File: src/pkg/scm_pkg.sv
package scm_pkg;

  // ----------------------------------------------------------------
  // Register map (byte addresses)
  // ----------------------------------------------------------------
  localparam logic [4:0] SCM_OFF_SCC  = 5'h00;
  localparam logic [4:0] SCM_OFF_IRC  = 5'h04;
  localparam logic [4:0] SCM_OFF_FXT  = 5'h08;
  localparam logic [4:0] SCM_OFF_SXT  = 5'h0c;
  localparam logic [4:0] SCM_OFF_STAT = 5'h10;

  // ----------------------------------------------------------------
  // Field positions
  // ----------------------------------------------------------------
  localparam int SCM_EN_BIT   = 0;
  localparam int SCM_STB_BIT  = 1;
  localparam int SCM_MODE_BIT = 2;
  localparam int SCM_FRQ_LSB  = 2;
  localparam int SCM_FRQ_MSB  = 3;
  localparam int SCM_BUSY_BIT = 0;
  localparam int SCM_ACT_LSB  = 1;
  localparam int SCM_ACT_MSB  = 3;

  // ----------------------------------------------------------------
  // Reset values and codes
  // ----------------------------------------------------------------
  localparam logic [7:0] SCM_SCC_RST     = 8'h00;
  localparam logic       SCM_IRC_EN_RST  = 1'b1;
  localparam logic [1:0] SCM_FRQ_RST     = 2'h0;
  localparam logic [1:0] SCM_FRQ_8M      = 2'h0;
  localparam logic [1:0] SCM_FRQ_12M     = 2'h1;
  localparam logic [1:0] SCM_FRQ_16M     = 2'h2;
  localparam logic [1:0] SCM_FRQ_8M_ALT  = 2'h3;
  localparam logic [2:0] SCM_SEL_SLOW    = 3'h7;
  localparam logic [2:0] SCM_SW_TICKS    = 3'h4;

  // ----------------------------------------------------------------
  // Timing
  // ----------------------------------------------------------------
  localparam int SCM_CLK_NS        = 50;
  localparam int SCM_IRC_START_NS  = 16000;
  localparam int SCM_FXT_START_NS  = 1000000;
  localparam int SCM_SXT_START_NS  = 1000000;
  localparam logic [15:0] SCM_IRC_START_CYC =
    16'((SCM_IRC_START_NS + SCM_CLK_NS - 1) / SCM_CLK_NS);
  localparam logic [15:0] SCM_FXT_START_CYC =
    16'((SCM_FXT_START_NS + SCM_CLK_NS - 1) / SCM_CLK_NS);
  localparam logic [15:0] SCM_SXT_START_CYC =
    16'((SCM_SXT_START_NS + SCM_CLK_NS - 1) / SCM_CLK_NS);

  // ----------------------------------------------------------------
  // Types
  // ----------------------------------------------------------------
  typedef struct packed {
    logic [2:0] sysclk_select;
    logic       rsv;
    logic       fast_source_select;
    logic       slow_source_select;
    logic       fast_keep_on_halt;
    logic       slow_keep_on_halt;
  } scm_scc_t;

  typedef struct packed {
    logic internal_fast_rc;
    logic external_fast_crystal;
    logic external_slow_crystal;
    logic internal_slow_rc;
  } scm_osc_en_t;

  typedef enum logic [2:0] {
    SCM_RUN,
    SCM_SLEEP,
    SCM_IDLE_SLOW_ONLY,
    SCM_IDLE_BOTH_CLOCKS,
    SCM_IDLE_FAST_ONLY
  } scm_mode_t;

endpackage : scm_pkg

File: src/logic/scm_top.sv
// Added by the designer: register access over Avalon-MM and the register offsets.
`timescale 1ns/1ns
// Overview of operation
// Select code 000..110 picks fast clock divided 1..64; 111 picks slow.
// Fast source bit: 0 internal fast RC, 1 fast crystal.
// Slow source bit: 0 internal slow RC, 1 slow crystal.
// Fast mode runs CPU from selected fast clock divided 1 to 64.
// Halt with both keep bits 0 enters sleep, fast RC and both crystals off.
// In sleep internal slow RC runs only while watchdog is enabled.
// Halt with fast keep 0, slow keep 1 enters idle, slow clock only.
// Halt with both keep bits 1 enters idle with both clocks running.
// Halt with fast keep 1, slow keep 0 enters idle, fast clock only.
// Keep bits decide if fast RC and both crystals run while halted; 1 enables.
// In slow mode fast oscillator follows its enable bit.
// Clock switch takes 4 current ticks then one target tick.
// RC frequency field: 00 8MHz, 01 12MHz, 10 16MHz, 11 8MHz.
// Software matches RC frequency field to the configured frequency.
// New RC frequency is applied only once its stable flag is 1.
// RC enable or frequency change clears stable flag until settled.
// RC enable bit turns oscillator on or off; resets to 1.
// Crystal drive bit: 0 low current up to 10MHz, 1 high current.
// Drive bit writes ignored while both pins assigned and crystal on.
// Fast crystal enable clears stable flag, sets it once settled.
// Slow crystal enable clears stable flag, sets it once settled.
// Unused bits read 0; slow crystal register bit 2 reads 1.
// Software checks stable flag before using a restarted fast clock.
// Fast RC and both crystals settle after a configurable start-up count; the fast RC count is the fixed SCM_IRC_START_CYC.
// Clock mux changes only on a target tick, glitch free.

// ------------------------------------------------------------------
// Start-up counter for one oscillator
// ------------------------------------------------------------------
module scm_osc_start #(
  parameter logic [15:0] START_CYC = 16'h0001
) (
  input  wire logic clk_sys,
  input  wire logic rst,
  input  wire logic en,
  input  wire logic restart,
  output logic      stable_ff
);
  logic [15:0] cnt_ff;

  always_ff @(posedge clk_sys) begin
    if (rst || !en || restart) begin
      cnt_ff    <= START_CYC;
      stable_ff <= 1'b0;
    end else if (cnt_ff > 16'h0001) begin
      cnt_ff <= cnt_ff - 16'h0001;
    end else begin
      stable_ff <= 1'b1;
    end
  end
endmodule : scm_osc_start

// ------------------------------------------------------------------
// System clock and mode control
// ------------------------------------------------------------------
module scm_top #(
  parameter logic [15:0] FXT_START_CYC = scm_pkg::SCM_FXT_START_CYC,
  parameter logic [15:0] SXT_START_CYC = scm_pkg::SCM_SXT_START_CYC
) (
  input  wire logic          clk_sys,
  input  wire logic          rst,
  input  wire logic [4:0]    avs_address,
  input  wire logic          avs_read,
  input  wire logic          avs_write,
  input  wire logic [31:0]   avs_writedata,
  input  wire logic [3:0]    avs_byteenable,
  output logic [31:0]        avs_readdata,
  output logic               avs_waitrequest,
  input  wire logic          irc_fast_tick,
  input  wire logic          xtal_fast_tick,
  input  wire logic          irc_slow_tick,
  input  wire logic          xtal_slow_tick,
  input  wire logic          fast_xtal_pins_on,
  input  wire logic          watchdog_enable,
  input  wire logic          halt_req,
  input  wire logic          wake_req,
  output scm_pkg::scm_osc_en_t osc_en,
  output logic [1:0]         int_fast_rc_freq,
  output logic               fast_crystal_drive_mode,
  output logic               cpu_clk_en,
  output logic               sys_clk_en,
  output logic               fast_clk_en,
  output logic               slow_clk_en,
  output scm_pkg::scm_mode_t mode
);

  // ----------------------------------------------------------------
  // Declarations
  // ----------------------------------------------------------------
  scm_pkg::scm_scc_t    scc_ff;
  scm_pkg::scm_mode_t   mode_ff;
  scm_pkg::scm_osc_en_t osc_en_ff, nxt_osc_en;
  logic [1:0]           irc_freq_ff, frq_applied_ff;
  logic                 irc_en_ff, fxt_drive_ff, fxt_en_ff, sxt_en_ff;
  logic                 irc_stable, fxt_stable, sxt_stable, fxt_locked;
  logic                 wait_ff, wr, irc_restart;
  logic [31:0]          rdata_ff;
  logic [7:0]           nxt_rdata;
  logic [5:0]           div_ff;
  logic [2:0]           act_sel_ff, sw_cnt_ff;
  logic                 fast_tick, slow_tick, cur_tick, tgt_tick;
  logic                 halted, fast_ok, slow_ok, fast_need, slow_need;
  logic                 sys_tick_ff, cpu_tick_ff, fast_en_ff, slow_en_ff;

  // ----------------------------------------------------------------
  // Avalon-MM slave: one wait cycle, then the answer
  // ----------------------------------------------------------------
  assign wr = avs_write && !wait_ff && avs_byteenable[0];
  always_ff @(posedge clk_sys) begin
    if (rst) begin
      wait_ff <= 1'b1;
    end else begin
      wait_ff <= !((avs_read || avs_write) && wait_ff);
    end
  end

  always_comb begin
    nxt_rdata = 8'h00;
    unique case (avs_address)
      scm_pkg::SCM_OFF_SCC: begin
        nxt_rdata = scc_ff;
      end
      scm_pkg::SCM_OFF_IRC: begin
        nxt_rdata[scm_pkg::SCM_FRQ_MSB:scm_pkg::SCM_FRQ_LSB] = irc_freq_ff;
        nxt_rdata[scm_pkg::SCM_STB_BIT] = irc_stable;
        nxt_rdata[scm_pkg::SCM_EN_BIT]  = irc_en_ff;
      end
      scm_pkg::SCM_OFF_FXT: begin
        nxt_rdata[scm_pkg::SCM_MODE_BIT] = fxt_drive_ff;
        nxt_rdata[scm_pkg::SCM_STB_BIT]  = fxt_stable;
        nxt_rdata[scm_pkg::SCM_EN_BIT]   = fxt_en_ff;
      end
      scm_pkg::SCM_OFF_SXT: begin
        nxt_rdata[scm_pkg::SCM_MODE_BIT] = 1'b1;
        nxt_rdata[scm_pkg::SCM_STB_BIT]  = sxt_stable;
        nxt_rdata[scm_pkg::SCM_EN_BIT]   = sxt_en_ff;
      end
      scm_pkg::SCM_OFF_STAT: begin
        nxt_rdata[scm_pkg::SCM_BUSY_BIT] = (scc_ff.sysclk_select != act_sel_ff);
        nxt_rdata[scm_pkg::SCM_ACT_MSB:scm_pkg::SCM_ACT_LSB] = act_sel_ff;
      end
      default: begin
        nxt_rdata = 8'h00;
      end
    endcase
  end

  always_ff @(posedge clk_sys) begin
    if (rst) begin
      rdata_ff <= 32'h0000_0000;
    end else if (avs_read && wait_ff) begin
      rdata_ff <= {24'h00_0000, nxt_rdata};
    end
  end

  // ----------------------------------------------------------------
  // Control registers
  // ----------------------------------------------------------------
  assign fxt_locked  = fast_xtal_pins_on && fxt_en_ff;
  assign irc_restart = wr && (avs_address == scm_pkg::SCM_OFF_IRC) &&
    (avs_writedata[scm_pkg::SCM_FRQ_MSB:scm_pkg::SCM_FRQ_LSB] != irc_freq_ff);

  always_ff @(posedge clk_sys) begin
    if (rst) begin
      scc_ff <= scm_pkg::SCM_SCC_RST;
    end else if (wr && avs_address == scm_pkg::SCM_OFF_SCC) begin
      scc_ff     <= avs_writedata[7:0];
      scc_ff.rsv <= 1'b0;
    end
  end

  always_ff @(posedge clk_sys) begin
    if (rst) begin
      irc_freq_ff <= scm_pkg::SCM_FRQ_RST;
      irc_en_ff   <= scm_pkg::SCM_IRC_EN_RST;
    end else if (wr && avs_address == scm_pkg::SCM_OFF_IRC) begin
      irc_freq_ff <= avs_writedata[scm_pkg::SCM_FRQ_MSB:scm_pkg::SCM_FRQ_LSB];
      irc_en_ff   <= avs_writedata[scm_pkg::SCM_EN_BIT];
    end
  end

  always_ff @(posedge clk_sys) begin
    if (rst) begin
      fxt_drive_ff <= 1'b0;
      fxt_en_ff    <= 1'b0;
    end else if (wr && avs_address == scm_pkg::SCM_OFF_FXT) begin
      if (!fxt_locked) begin
        fxt_drive_ff <= avs_writedata[scm_pkg::SCM_MODE_BIT];
      end
      fxt_en_ff <= avs_writedata[scm_pkg::SCM_EN_BIT];
    end
  end

  always_ff @(posedge clk_sys) begin
    if (rst) begin
      sxt_en_ff <= 1'b0;
    end else if (wr && avs_address == scm_pkg::SCM_OFF_SXT) begin
      sxt_en_ff <= avs_writedata[scm_pkg::SCM_EN_BIT];
    end
  end

  // ----------------------------------------------------------------
  // Applied RC frequency
  // ----------------------------------------------------------------
  always_ff @(posedge clk_sys) begin
    if (rst) begin
      frq_applied_ff <= scm_pkg::SCM_FRQ_8M;
    end else if (irc_stable && !irc_restart) begin
      frq_applied_ff <= (irc_freq_ff == scm_pkg::SCM_FRQ_8M_ALT) ?
                        scm_pkg::SCM_FRQ_8M : irc_freq_ff;
    end
  end

  // ----------------------------------------------------------------
  // Operating mode
  // ----------------------------------------------------------------
  always_ff @(posedge clk_sys) begin
    if (rst) begin
      mode_ff <= scm_pkg::SCM_RUN;
    end else if (mode_ff == scm_pkg::SCM_RUN && halt_req) begin
      unique case ({scc_ff.fast_keep_on_halt, scc_ff.slow_keep_on_halt})
        2'b00: mode_ff <= scm_pkg::SCM_SLEEP;
        2'b01: mode_ff <= scm_pkg::SCM_IDLE_SLOW_ONLY;
        2'b11: mode_ff <= scm_pkg::SCM_IDLE_BOTH_CLOCKS;
        2'b10: mode_ff <= scm_pkg::SCM_IDLE_FAST_ONLY;
      endcase
    end else if (mode_ff != scm_pkg::SCM_RUN && wake_req) begin
      mode_ff <= scm_pkg::SCM_RUN;
    end
  end

  // ----------------------------------------------------------------
  // Oscillator enables
  // ----------------------------------------------------------------
  assign halted    = (mode_ff != scm_pkg::SCM_RUN);
  assign fast_ok   = !halted || scc_ff.fast_keep_on_halt;
  assign slow_ok   = !halted || scc_ff.slow_keep_on_halt;
  assign fast_need = !halted &&
    ((scc_ff.sysclk_select != scm_pkg::SCM_SEL_SLOW) ||
     (act_sel_ff != scm_pkg::SCM_SEL_SLOW));
  assign slow_need = !halted &&
    ((scc_ff.sysclk_select == scm_pkg::SCM_SEL_SLOW) ||
     (act_sel_ff == scm_pkg::SCM_SEL_SLOW));

  always_comb begin
    nxt_osc_en.internal_fast_rc = fast_ok &&
      (irc_en_ff || (fast_need && !scc_ff.fast_source_select));
    nxt_osc_en.external_fast_crystal = fast_ok &&
      (fxt_en_ff || (fast_need && scc_ff.fast_source_select));
    nxt_osc_en.external_slow_crystal = slow_ok &&
      (sxt_en_ff || (slow_need && scc_ff.slow_source_select));
    nxt_osc_en.internal_slow_rc =
      (mode_ff != scm_pkg::SCM_SLEEP) || watchdog_enable;
  end

  always_ff @(posedge clk_sys) begin
    if (rst) begin
      osc_en_ff <= 4'h0;
    end else begin
      osc_en_ff <= nxt_osc_en;
    end
  end
  scm_osc_start #(.START_CYC(scm_pkg::SCM_IRC_START_CYC)) u_irc_start (
    .clk_sys(clk_sys), .rst(rst), .en(osc_en_ff.internal_fast_rc),
    .restart(irc_restart), .stable_ff(irc_stable));
  scm_osc_start #(.START_CYC(FXT_START_CYC)) u_fxt_start (
    .clk_sys(clk_sys), .rst(rst), .en(osc_en_ff.external_fast_crystal),
    .restart(1'b0), .stable_ff(fxt_stable));
  scm_osc_start #(.START_CYC(SXT_START_CYC)) u_sxt_start (
    .clk_sys(clk_sys), .rst(rst), .en(osc_en_ff.external_slow_crystal),
    .restart(1'b0), .stable_ff(sxt_stable));

  // ----------------------------------------------------------------
  // Clock ticks, divider and glitch-free switch
  // ----------------------------------------------------------------
  assign fast_tick = scc_ff.fast_source_select ?
    (xtal_fast_tick && fxt_stable) : (irc_fast_tick && irc_stable);
  assign slow_tick = scc_ff.slow_source_select ?
    (xtal_slow_tick && sxt_stable) :
    (irc_slow_tick && osc_en_ff.internal_slow_rc);

  function automatic logic sel_tick(input logic [2:0] sel, input logic ft,
                                    input logic st, input logic [5:0] dv);
    logic [5:0] mask;
    mask = 6'((7'h01 << sel) - 7'h01);
    if (sel == scm_pkg::SCM_SEL_SLOW) begin
      sel_tick = st;
    end else begin
      sel_tick = ft && ((dv & mask) == mask);
    end
  endfunction : sel_tick
  assign cur_tick = sel_tick(act_sel_ff, fast_tick, slow_tick, div_ff);
  assign tgt_tick = sel_tick(scc_ff.sysclk_select, fast_tick, slow_tick,
                             div_ff);
  always_ff @(posedge clk_sys) begin
    if (rst) begin
      div_ff <= 6'h00;
    end else if (fast_tick) begin
      div_ff <= div_ff + 6'h01;
    end
  end

  always_ff @(posedge clk_sys) begin
    if (rst) begin
      act_sel_ff <= 3'h0;
      sw_cnt_ff  <= 3'h0;
    end else if (scc_ff.sysclk_select == act_sel_ff) begin
      sw_cnt_ff <= 3'h0;
    end else if (sw_cnt_ff < scm_pkg::SCM_SW_TICKS) begin
      sw_cnt_ff <= sw_cnt_ff + {2'h0, cur_tick};
    end else if (tgt_tick) begin
      act_sel_ff <= scc_ff.sysclk_select;
      sw_cnt_ff  <= 3'h0;
    end
  end

  always_ff @(posedge clk_sys) begin
    if (rst) begin
      sys_tick_ff <= 1'b0;
      cpu_tick_ff <= 1'b0;
      fast_en_ff  <= 1'b0;
      slow_en_ff  <= 1'b0;
    end else begin
      sys_tick_ff <= cur_tick;
      cpu_tick_ff <= cur_tick && !halted;
      fast_en_ff  <= fast_tick && fast_ok;
      slow_en_ff  <= slow_tick && slow_ok;
    end
  end

  // ----------------------------------------------------------------
  // Outputs
  // ----------------------------------------------------------------
  assign avs_readdata            = rdata_ff;
  assign avs_waitrequest         = wait_ff;
  assign osc_en                  = osc_en_ff;
  assign int_fast_rc_freq        = frq_applied_ff;
  assign fast_crystal_drive_mode = fxt_drive_ff;
  assign cpu_clk_en              = cpu_tick_ff;
  assign sys_clk_en              = sys_tick_ff;
  assign fast_clk_en             = fast_en_ff;
  assign slow_clk_en             = slow_en_ff;
  assign mode                    = mode_ff;
endmodule : scm_top

File: config.mk
export PLATFORM = sky130hd
export DESIGN_NAME = scm_top
export DESIGN_NICKNAME = d
export VERILOG_FILES = /design/src/pkg/scm_pkg.sv /design/src/logic/scm_top.sv
export SDC_FILE = /design/constraint.sdc
export NUM_CORES = 1
export LEC_CHECK = 0
export BUFFER_PORTS_ARGS = -buffer_cell sky130_fd_sc_hd__buf_2
export CAP_MARGIN = 15
export CELL_PAD_IN_SITES_DETAIL_PLACEMENT = 0
export CELL_PAD_IN_SITES_GLOBAL_PLACEMENT = 2
export CORE_ASPECT_RATIO = 2
export CORE_MARGIN = 8
export CORE_UTILIZATION = 32
export CTS_CLUSTER_DIAMETER = 100
export DETAILED_ROUTE_END_ITERATION = 6
export GPL_TIMING_DRIVEN = 0
export PLACE_DENSITY = 0.88
export SYNTH_ARGS = -nofsm -noshare
export SYNTH_HDL_FRONTEND = slang
export SYNTH_SLANG_ARGS = --single-unit
File: constraint.sdc
create_clock -name clk_sys -period 3.1 [get_ports clk_sys]
set_clock_uncertainty 0.1 [all_clocks]
set_input_delay 0.465 -clock clk_sys [delete_from_list [all_inputs] [get_ports clk_sys]]
set_output_delay 0.465 -clock clk_sys [all_outputs]
set_load 0.01 [all_outputs]
==> reports/summary.txt, run 1 <==
First-pass GRT wire length - 19500 um
Cells along the critical path - clkbuf_1 > or3b_2 > ha_1 > and2_1 > o21ai_0 > a21oi_1 > o41ai_2 > o22ai_1 > nor2b_1
Initial antenna violation count - 0
Post-synth top flop - dfxtp_1
Total GRT Usage - 12.8%
Largest net degree at the start of global routing - 16
#FFs+latches synth - 97
Final ANT Viol Nets - 0
Area of the multi-input gates - 2610 um^2
Min Clock Period, post-route - 2.96 ns
Crit-path leading delay family - compound AO/OA/AOI/OAI gates
Clock Sinks - 97
P&R area growth vs syn - 17.9%
DRC Markers - 0
Yosys cell types - 65
Pre-CTS setup slack - -0.00710 ns
Routed WL - 12100 um
# fillers - 1544
Slew @ Worst Pin - 0.961 ns
Worst EP required - 3.23 ns
Post-synth EDFFs - 0
Setup ws final - 0.137 ns
Dpl hpwl - 9570 um
Vias - 4015
Final setup vio count - 0
Clock buffer depth - 2
Die width - 103 um
Number of hold buffers added after CTS - 0
Max rail drop VDD - 0.270 mV
Core Rows - 63
Period utilization - 95.6%
Crit. path cell count - 9
Startpoint Class - flop
Vias per std cell - 4.81
Power per cell area - 447 nW/um^2
Drt first pass iters - 5
Async set-reset flop share out of synthesis - 0%
Clock buffer count from CTS - 9
Worst r2r path cells - 9
Max-slew violation count - 0
Nets@finish - 700
Core Region - 14700 um^2
Leakage - 0.00227 uW
Share of cells above drive strength 1 - 17.1%
Die area - 19400 um^2
CTS clk-pin slew, worst paths - 0.06 ns
Most common cell after layout, fill and taps aside - dfxtp_1
Vias in the first global route - 4081
Worst-Skew Late Latency - 0.34 ns
CTS tree - built
Post-CTS setup buffers - 0
Max-Cap Viols - 0
Worst path arrival time - 3.09 ns
Hold Startpoint - avs_writedata[6]
Setup Crit Path Kind - reg2reg
Die Span Y - 189 um
Worst r2r src - scc_ff[5]$_SDFFE_PP0P_
DR WL/cell - 14.5 um
Initial Util - 32.6%
Diode count - 0
Worst Setup SP - scc_ff[5]$_SDFFE_PP0P_
Warnings, synthesis - 0
RSZ-0062 raised after global routing - false
Fin cells - 834
Root Driver - clkbuf_16
IO Count - 100
Min-delay worst type - in2reg
Port bufs - 43
Status - complete, no violations
Worst setup EP type - flop
Commonest cells after routing, fill and taps aside - dfxtp_1 (97), nor2_1 (85), buf_2 (44)
CP max stage cell - o41ai_2
Inst Count DP - 818
Syn Area/Cell - 8.65 um^2
Synth Cell Area - 4810 um^2
H-tree depth - 3
Final Hold Viols - 0
Slew headroom - 35.4%
F_max - 338 MHz
Seq/Total Area, Yosys - 40.4%
Cells after synthesis - 556
Worst-path fanout max - 10
WP buf/inv - 1
Aggregate global routing overflow - 0
Storage cell area - 1940 um^2
Starting DRC count in detailed routing - 132
Critical Path Max Stage Delay - 0.53 ns
Hold Path Depth - 3
Placer Congestion - 0.830
state kept, by name (all words and copies together) (netlist names), 2 cells and up:
register            flops
u_fxt_start.cnt_ff     16
u_irc_start.cnt_ff     16
u_sxt_start.cnt_ff     16
avs_readdata            7
scc_ff                  7
div_ff                  6
osc_en                  4
act_sel_ff              3
mode                    3
sw_cnt_ff               3
int_fast_rc_freq        2
irc_freq_ff             2
synth_stat cells (6+ instances only):
cell	instances	area share, %
o21ai_0	19	2.0
xor2_1	17	3.1
nand2b_1	8	1.0
nand2_1	31	2.4
inv_1	18	1.4
nand3_1	14	1.5
a211oi_1	6	0.94
a21oi_1	25	2.6
nor3_1	20	2.1
or3_1	10	1.3
ha_1	13	3.4
buf_4	28	4.4
nor4_1	6	0.78
mux2i_1	18	3.7
nor2b_1	6	0.78
or4_1	8	1.2
nor2_1	85	6.6
clkbuf_1	20	1.6
dfxtp_1	97	40
xnor2_1	26	4.7
kinds of logic (layout without fill, tap and decap cells):
group / Yosys count / count (layout) / share of synthesized area [%]
simple gates: 230 / 230 / 24.9
other cells: 1 / 25 / 0.0780
compound gates: 83 / 83 / 11.1
fa+ha+maj: 13 / 13 / 3.38
xor+xnor: 43 / 43 / 7.83
flops: 97 / 97 / 40.4
buf+inv: 67 / 126 / 7.44
mux: 22 / 22 / 4.92
area by class of cell:
class | instances | area share [%]
clock inverter | 3 | 0.420
tap | 195 | 4.31
sequential | 97 | 34.3
timing repair buffer | 43 | 3.80
multi-input combinational | 416 | 46.1
inverter | 18 | 1.19
buffer | 49 | 5.12
clock buffer | 13 | 4.77
per-stage QoR:
stage | area, um^2 | setup TNS (ns) | hold WS (ns) | utilization (%) | power [uW]
3_5_place_dp | 5360 | -0.00710 | 0.350 | 36.3 | 1480
4_1_cts | 5670 | 0 | 0.237 | 38.4 | 2570
3_3_place_gp | 5360 | 0 | 0.335 | 36.3 | 1470
2_1_floorplan | 4900 | 0 | 0.335 | - | 1420
5_1_grt | 5670 | 0 | 0.255 | 38.4 | 2650
6_report | 5670 | 0 | 0.250 | 38.4 | 2530
timing repair:
item                                    in CTS  in global routing
resized for setup                            2                  0
endpoints found under the setup margin       1                  1
pin swaps                                    0                  1
per-layer routing:
metal / vias up / share of wire (%) / GRT usage [%]
li1: 2044 / - / -
met1: 1872 / 37 / 12.1
met2: 75 / 56 / 24.5
met4: 0 / 3.1 / 6.60
met3: 24 / 4.2 / 2.61
met5: - / 0 / 0
worst reg2reg max path, cell delays in order, from the launching register on:
cell	delay (ns)
dfxtp_1	0.34
clkbuf_1	0.40
or3b_2	0.49
ha_1	0.24
and2_1	0.16
o21ai_0	0.14
a21oi_1	0.12
o41ai_2	0.53
o22ai_1	0.17
nor2b_1	0.16
path summary, 6_finish.rpt:
check,endpoint,slack (ns)
max,sw_cnt_ff[1]$_SDFFE_PP0P_,0.14
min,scc_ff[6]$_SDFFE_PP0P_,0.25
max reg2reg,sw_cnt_ff[1]$_SDFFE_PP0P_,0.14
min reg2reg,int_fast_rc_freq[1]$_SDFFE_PP0P_,0.36
report_power, final:
part	switching (uW)	internal [uW]
Clock	471	612
Combinational	102	71.9
Sequential	13.3	1260
(Power assumes the default switching activity.)
==> run 2, diff against run 1 <==
BUFFER_PORTS_ARGS = unset   (was -buffer_cell sky130_fd_sc_hd__buf_2)
CORE_UTILIZATION = 37   (was 32)
DONT_BUFFER_PORTS = 1   (was unset)
PLACE_DENSITY = 0.87   (was 0.88)
clock period = 3.3 ns   (was 3.1 ns; I/O delays follow)
==> reports/summary.txt, run 2 (synthesis results as in run 1) <==
Most common cell after layout, fill and taps aside - dfxtp_1
Dpl hpwl - 7890 um
Min-delay worst type - in2reg
Max-slew violation count - 0
Core Region - 12800 um^2
Largest net degree at the start of global routing - 17
Slew headroom - 29.4%
Initial antenna violation count - 0
Final Util - 41.8%
Largest registers - u_fxt_start.cnt_ff: 16 flops, u_irc_start.cnt_ff: 16 flops, u_sxt_start.cnt_ff: 16 flops
DRC Markers - 0
DR WL/cell - 14.2 um
Vias in the first global route - 3701
Max-Cap Viols - 0
Die area - 17100 um^2
First-pass GRT wire length - 17900 um
Leakage - 0.00206 uW
Final ANT Viol Nets - 0
Diode count - 0
Worst EP required - 3.44 ns
Crit-path leading delay family - compound AO/OA/AOI/OAI gates
IO Count - 100
Placed cell areas - 5090 um^2
Starting DRC count in detailed routing - 130
Inst Count DP - 732
Root Driver - clkbuf_16
Final Hold Viols - 0
Vias - 3772
Die width - 96.6 um
Worst R2R Setup Slack - 0.27 ns
RSZ-0062 raised after global routing - false
Area of the multi-input gates - 2610 um^2
# fillers - 1364
Core Rows - 59
Number of hold buffers added after CTS - 0
Drt first pass iters - 4
Period utilization - 91.7%
Nets@finish - 657
P&R area growth vs syn - 11.7%
CP max stage cell - o41ai_1
Die Span Y - 177 um
Setup Crit Path Kind - reg2reg
Min Clock Period, post-route - 3.03 ns
Storage cell area - 1940 um^2
Total GRT Usage - 12.7%
Fin Setup TNS - 0 ns
H-tree depth - 3
Routed WL - 10700 um
Worst path arrival time - 3.17 ns
Slew @ Worst Pin - 1.05 ns
Critical Path Max Stage Delay - 0.63 ns
Power per cell area - 432 nW/um^2
Aggregate global routing overflow - 0
Post-CTS setup buffers - 0
F_max - 330 MHz
Status - complete, no violations
Worst-Skew Late Latency - 0.35 ns
Placer Congestion - 0.794
Worst-path fanout max - 10
CTS clk-pin slew, worst paths - 0.07 ns
Port bufs - 0
CTS tree - built
Commonest cells after routing, fill and taps aside - dfxtp_1 (97), nor2_1 (85), nand2_1 (31)
Clock buffer depth - 2
Initial Util - 37.4%
Startpoint Class - flop
WP buf/inv - 1
Vias per std cell - 5.04
Share of cells above drive strength 1 - 10.7%
Worst setup EP type - flop
Post-Layout Inst Area - 5370 um^2
Fin cells - 748
Max rail drop VDD - 0.293 mV
Clock buffer count from CTS - 9
Final setup vio count - 0
Cells along the critical path - clkbuf_1 > or3b_2 > ha_1 > and2_1 > o21ai_0 > a21oi_1 > o41ai_1 > o22ai_1 > nor2b_1
Clock Sinks - 97
## run 2: cell types whose count changed in the layout (fill, tap and decap cells not counted), sizes merged
cell / previous run / this run
inv: 18 / 20
clkinv: 1 / 0
buf: 72 / 29
clkbuf: 33 / 31
clkinvlp: 2 / 3
## run 2: worst reg2reg max path: stages (launching register included)
cell and delay, ns:
dfxtp_1 0.35, clkbuf_1 0.33, or3b_2 0.48, ha_1 0.24, and2_1 0.16, o21ai_0 0.17, a21oi_1 0.11, o41ai_1 0.63
o22ai_1 0.17, nor2b_1 0.16
## run 2: power breakdown
part / internal [uW] / switching [uW] / total [uW]
registers: 1190 / 16.0 / 1200
clock network: 517 / 467 / 985
logic: 53.9 / 77.4 / 131
total: 1760 / 561 / 2320
## run 2: metal layers
metal	up-vias	track usage, %	routed length, um
li1	1952	-	-
met4	0	5.23	163
met5	-	0	0
met1	1744	15.6	5050
met2	66	19.4	4710
met3	10	4.81	736
## run 2: stage by stage
step | total power (uW) | setup slack, ns | hold slack (ns)
2_1_floorplan | 1330 | 0.609 | 0.335
3_3_place_gp | 1360 | 0.269 | 0.373
3_5_place_dp | 1360 | 0.195 | 0.383
4_1_cts | 2350 | 0.189 | 0.147
5_1_grt | 2410 | 0.0987 | 0.147
6_report | 2320 | 0.272 | 0.158
## run 2: final cells by class
type | count | share of cell area [%]
clock buffers | 11 | 4.33
flip-flops and latches | 97 | 36.2
multi-input cells | 416 | 48.5
well taps | 152 | 3.54
inverters | 18 | 1.26
plain buffers | 49 | 5.41
clock inverters | 5 | 0.746
## run 2: path summary, 6_finish.rpt
check	depth (start not counted)	to	start
max	9	sw_cnt_ff[1]$_SDFFE_PP0P_	scc_ff[5]$_SDFFE_PP0P_
min	1	avs_waitrequest$_SDFF_PP1_	avs_write
max reg2reg	9	sw_cnt_ff[1]$_SDFFE_PP0P_	scc_ff[5]$_SDFFE_PP0P_
min reg2reg	2	u_fxt_start.cnt_ff[14]$_SDFFE_PP1N_	u_fxt_start.cnt_ff[14]$_SDFFE_PP1N_
## run 2: repair_timing
| action | 4_1_cts | 5_1_grt |
|---|---|---|
| hold endpoints to repair | 0 | 0 |
| endpoints found under the setup margin | 0 | 1 |
| resized for setup | 0 | 1 |
==> run 3, diff against run 2 <==
ABC_AREA = 1   (was unset)
CORE_UTILIZATION = 36   (was 37)
PLACE_DENSITY = 0.89   (was 0.87)
==> reports/summary.txt, run 3 <==
Max rail drop VDD - 0.259 mV
Top-area cell type share of the netlist area - 36.2%
Worst r2r path cells - 15
Diode count - 0
Hold Path Depth - 1
RSZ-0062 raised after global routing - false
Slew @ Worst Pin - 0.527 ns
Initial antenna violation count - 0
Cells along the critical path - buf_6 > nor2_4 > nand2_1 > ha_1 > nor2_1 > nor2_1 > nand3_1 > nor2_1 > nand3_1 > nand2_1 > inv_1 > nor2_1 > ha_1 > nand2_1 > a21oi_1
Post-CTS sizing - 0
Aggregate global routing overflow - 0
Final ANT Viol Nets - 0
Core Region - 14700 um^2
Crit-path leading delay family - simple AND/OR/NAND/NOR gates
Die Span Y - 189 um
Vias - 4450
Dpl hpwl - 9610 um
CP max stage cell - dfxtp_1
Worst-path fanout max - 7
P&R area growth vs syn - 12.7%
Cells after synthesis - 725
Worst R2R Setup Slack - 1.16 ns
CTS clk-pin slew, worst paths - 0.07 ns
Drt first pass iters - 5
Port bufs - 0
Largest net degree at the start of global routing - 17
Min-delay worst type - in2reg
Post-synth EDFFs - 0
Clock Sinks - 97
Async set-reset flop share out of synthesis - 0%
First-pass GRT wire length - 20700 um
Vias in the first global route - 4190
Total GRT Usage - 13.4%
Slew headroom - 64.9%
Placer Congestion - 0.808
Die area - 19300 um^2
CTS tree - built
Worst setup EP type - flop
IO Count - 100
Worst path arrival time - 2.27 ns
Clock buffer count from CTS - 9
WP buf/inv - 2
F_max - 467 MHz
Most Frequent Cell on Critical Path - nor2_1
Yosys cell types - 48
DR WL/cell - 13.0 um
DRC Markers - 0
Largest registers - u_fxt_start.cnt_ff: 16 flops, u_irc_start.cnt_ff: 16 flops, u_sxt_start.cnt_ff: 16 flops
Post-synth top flop - dfxtp_1
Setup Crit Path Kind - reg2reg
Nets@finish - 826
Syn Area/Cell - 7.39 um^2
Final Hold Viols - 0
Root Driver - clkbuf_16
H-tree depth - 3
Worst r2r src - act_sel_ff[0]$_SDFFE_PP0P_
Critical Path Max Stage Delay - 0.31 ns
Top post-synthesis cells by count - nand2_1 (141), dfxtp_1 (97), nor2_1 (92), inv_1 (66), a21oi_1 (51)
Startpoint Class - flop
Seq/Total Area, Yosys - 36.2%
Area contributors post-synth - dfxtp_1 (36%), nand2_1 (9.9%), nor2_1 (6.4%)
Most common cell after layout, fill and taps aside - nand2_1
Clock buffer depth - 2
Post-CTS setup buffers - 0
Hold Startpoint - rst
Vias per std cell - 4.64
Power per cell area - 427 nW/um^2
Min Hold Slack - 0.112 ns
Worst-Skew Late Latency - 0.35 ns
Starting DRC count in detailed routing - 169
Worst R2R End - sw_cnt_ff[1]$_SDFFE_PP0P_
Share of cells above drive strength 1 - 16.9%
Leakage - 0.00262 uW
Core Rows - 63
Period utilization - 64.8%
Worst hold path endpoint - mode[0]$_SDFFE_PP0P_
Worst EP required - 3.43 ns
Leading area contributor after synthesis - dfxtp_1
#FFs+latches synth - 97
Routed WL - 12500 um
Fin Setup TNS - 0 ns
Max-Cap Viols - 0
Count leader, synth - nand2_1
Min Clock Period, post-route - 2.14 ns
Final setup vio count - 0
Warnings, synthesis - 0
Initial Util - 36.5%
Die width - 102 um
Max-slew violation count - 0
Number of hold buffers added after CTS - 0
Synth Cell Area - 5360 um^2
Commonest cells after routing, fill and taps aside - nand2_1 (141), dfxtp_1 (97), nor2_1 (92)
Status - complete, no violations
## run 3: per-layer routing
layer  track usage (%)  wire length (um)
met5                 0                 0
met2              20.3              5570
met3              3.22               746
met1              17.9              6000
met4              4.44               144
## run 3: how the worst max path moves through the flow
| stage | start | endpoint | slack (ns) | cells past startpoint |
|---|---|---|---|---|
| global route | act_sel_ff[2]$_SDFFE_PP0P_ | sw_cnt_ff[1]$_SDFFE_PP0P_ | 0.98 | 15 |
| finish | act_sel_ff[0]$_SDFFE_PP0P_ | sw_cnt_ff[1]$_SDFFE_PP0P_ | 1.16 | 15 |
| floorplan | act_sel_ff[0]$_SDFFE_PP0P_ | sw_cnt_ff[1]$_SDFFE_PP0P_ | 1.38 | 15 |
| global placement | act_sel_ff[1]$_SDFFE_PP0P_ | sw_cnt_ff[1]$_SDFFE_PP0P_ | 1.18 | 15 |
| CTS | act_sel_ff[1]$_SDFFE_PP0P_ | sw_cnt_ff[1]$_SDFFE_PP0P_ | 1.16 | 15 |
| detailed placement | act_sel_ff[1]$_SDFFE_PP0P_ | sw_cnt_ff[1]$_SDFFE_PP0P_ | 1.18 | 15 |
## run 3: final cells by class
class	count	area (um^2)
well taps	195	244
fillers	1580	8630
clock inverters	6	115
inverters	80	304
plain buffers	44	339
flip-flops and latches	97	1940
clock buffers	10	229
multi-input cells	528	2860
## run 3: cell families (layout without fill, tap and decap cells)
group / count (synthesis) / in the layout / synth area share, %
xor gates and xnor gates: 29 / 29 / 4.74
AOI/OAI and AO/OA: 112 / 112 / 12.0
other: 1 / 25 / 0.0700
DFF: 97 / 97 / 36.2
and+or+nand+nor: 349 / 349 / 31.9
adders and majority gates: 13 / 13 / 3.04
buffers and inverters: 124 / 140 / 12.0
## run 3: metrics by stage
stage	power, uW	utilization [%]	setup slack (ns)	instance area, um^2	cells
2_1_floorplan	1370	-	1.38	5450	749
3_3_place_gp	1400	38.8	1.18	5690	944
3_5_place_dp	1400	38.8	1.18	5690	944
4_1_cts	2620	41.2	1.16	6040	960
5_1_grt	2680	41.2	0.977	6040	960
6_report	2570	41.2	1.16	6040	960
## run 3: worst register-to-register path: stages (launching register included)
cell     delay [ns]
dfxtp_1        0.31
buf_6          0.14
nor2_4         0.12
nand2_1        0.07
ha_1           0.27
nor2_1         0.03
nor2_1         0.11
nand3_1        0.07
nor2_1         0.10
nand3_1        0.09
nand2_1        0.09
inv_1          0.06
nor2_1         0.11
ha_1           0.24
nand2_1        0.06
a21oi_1        0.06
## run 3: power breakdown
group / internal, uW / switching, uW / total [uW] / leakage [uW]
clock: 745 / 457 / 1200 / 0.000163
sequential: 1190 / 19.7 / 1210 / 0.000785
combinational: 65.0 / 101 / 166 / 0.00168
total: 2000 / 578 / 2570 / 0.00262
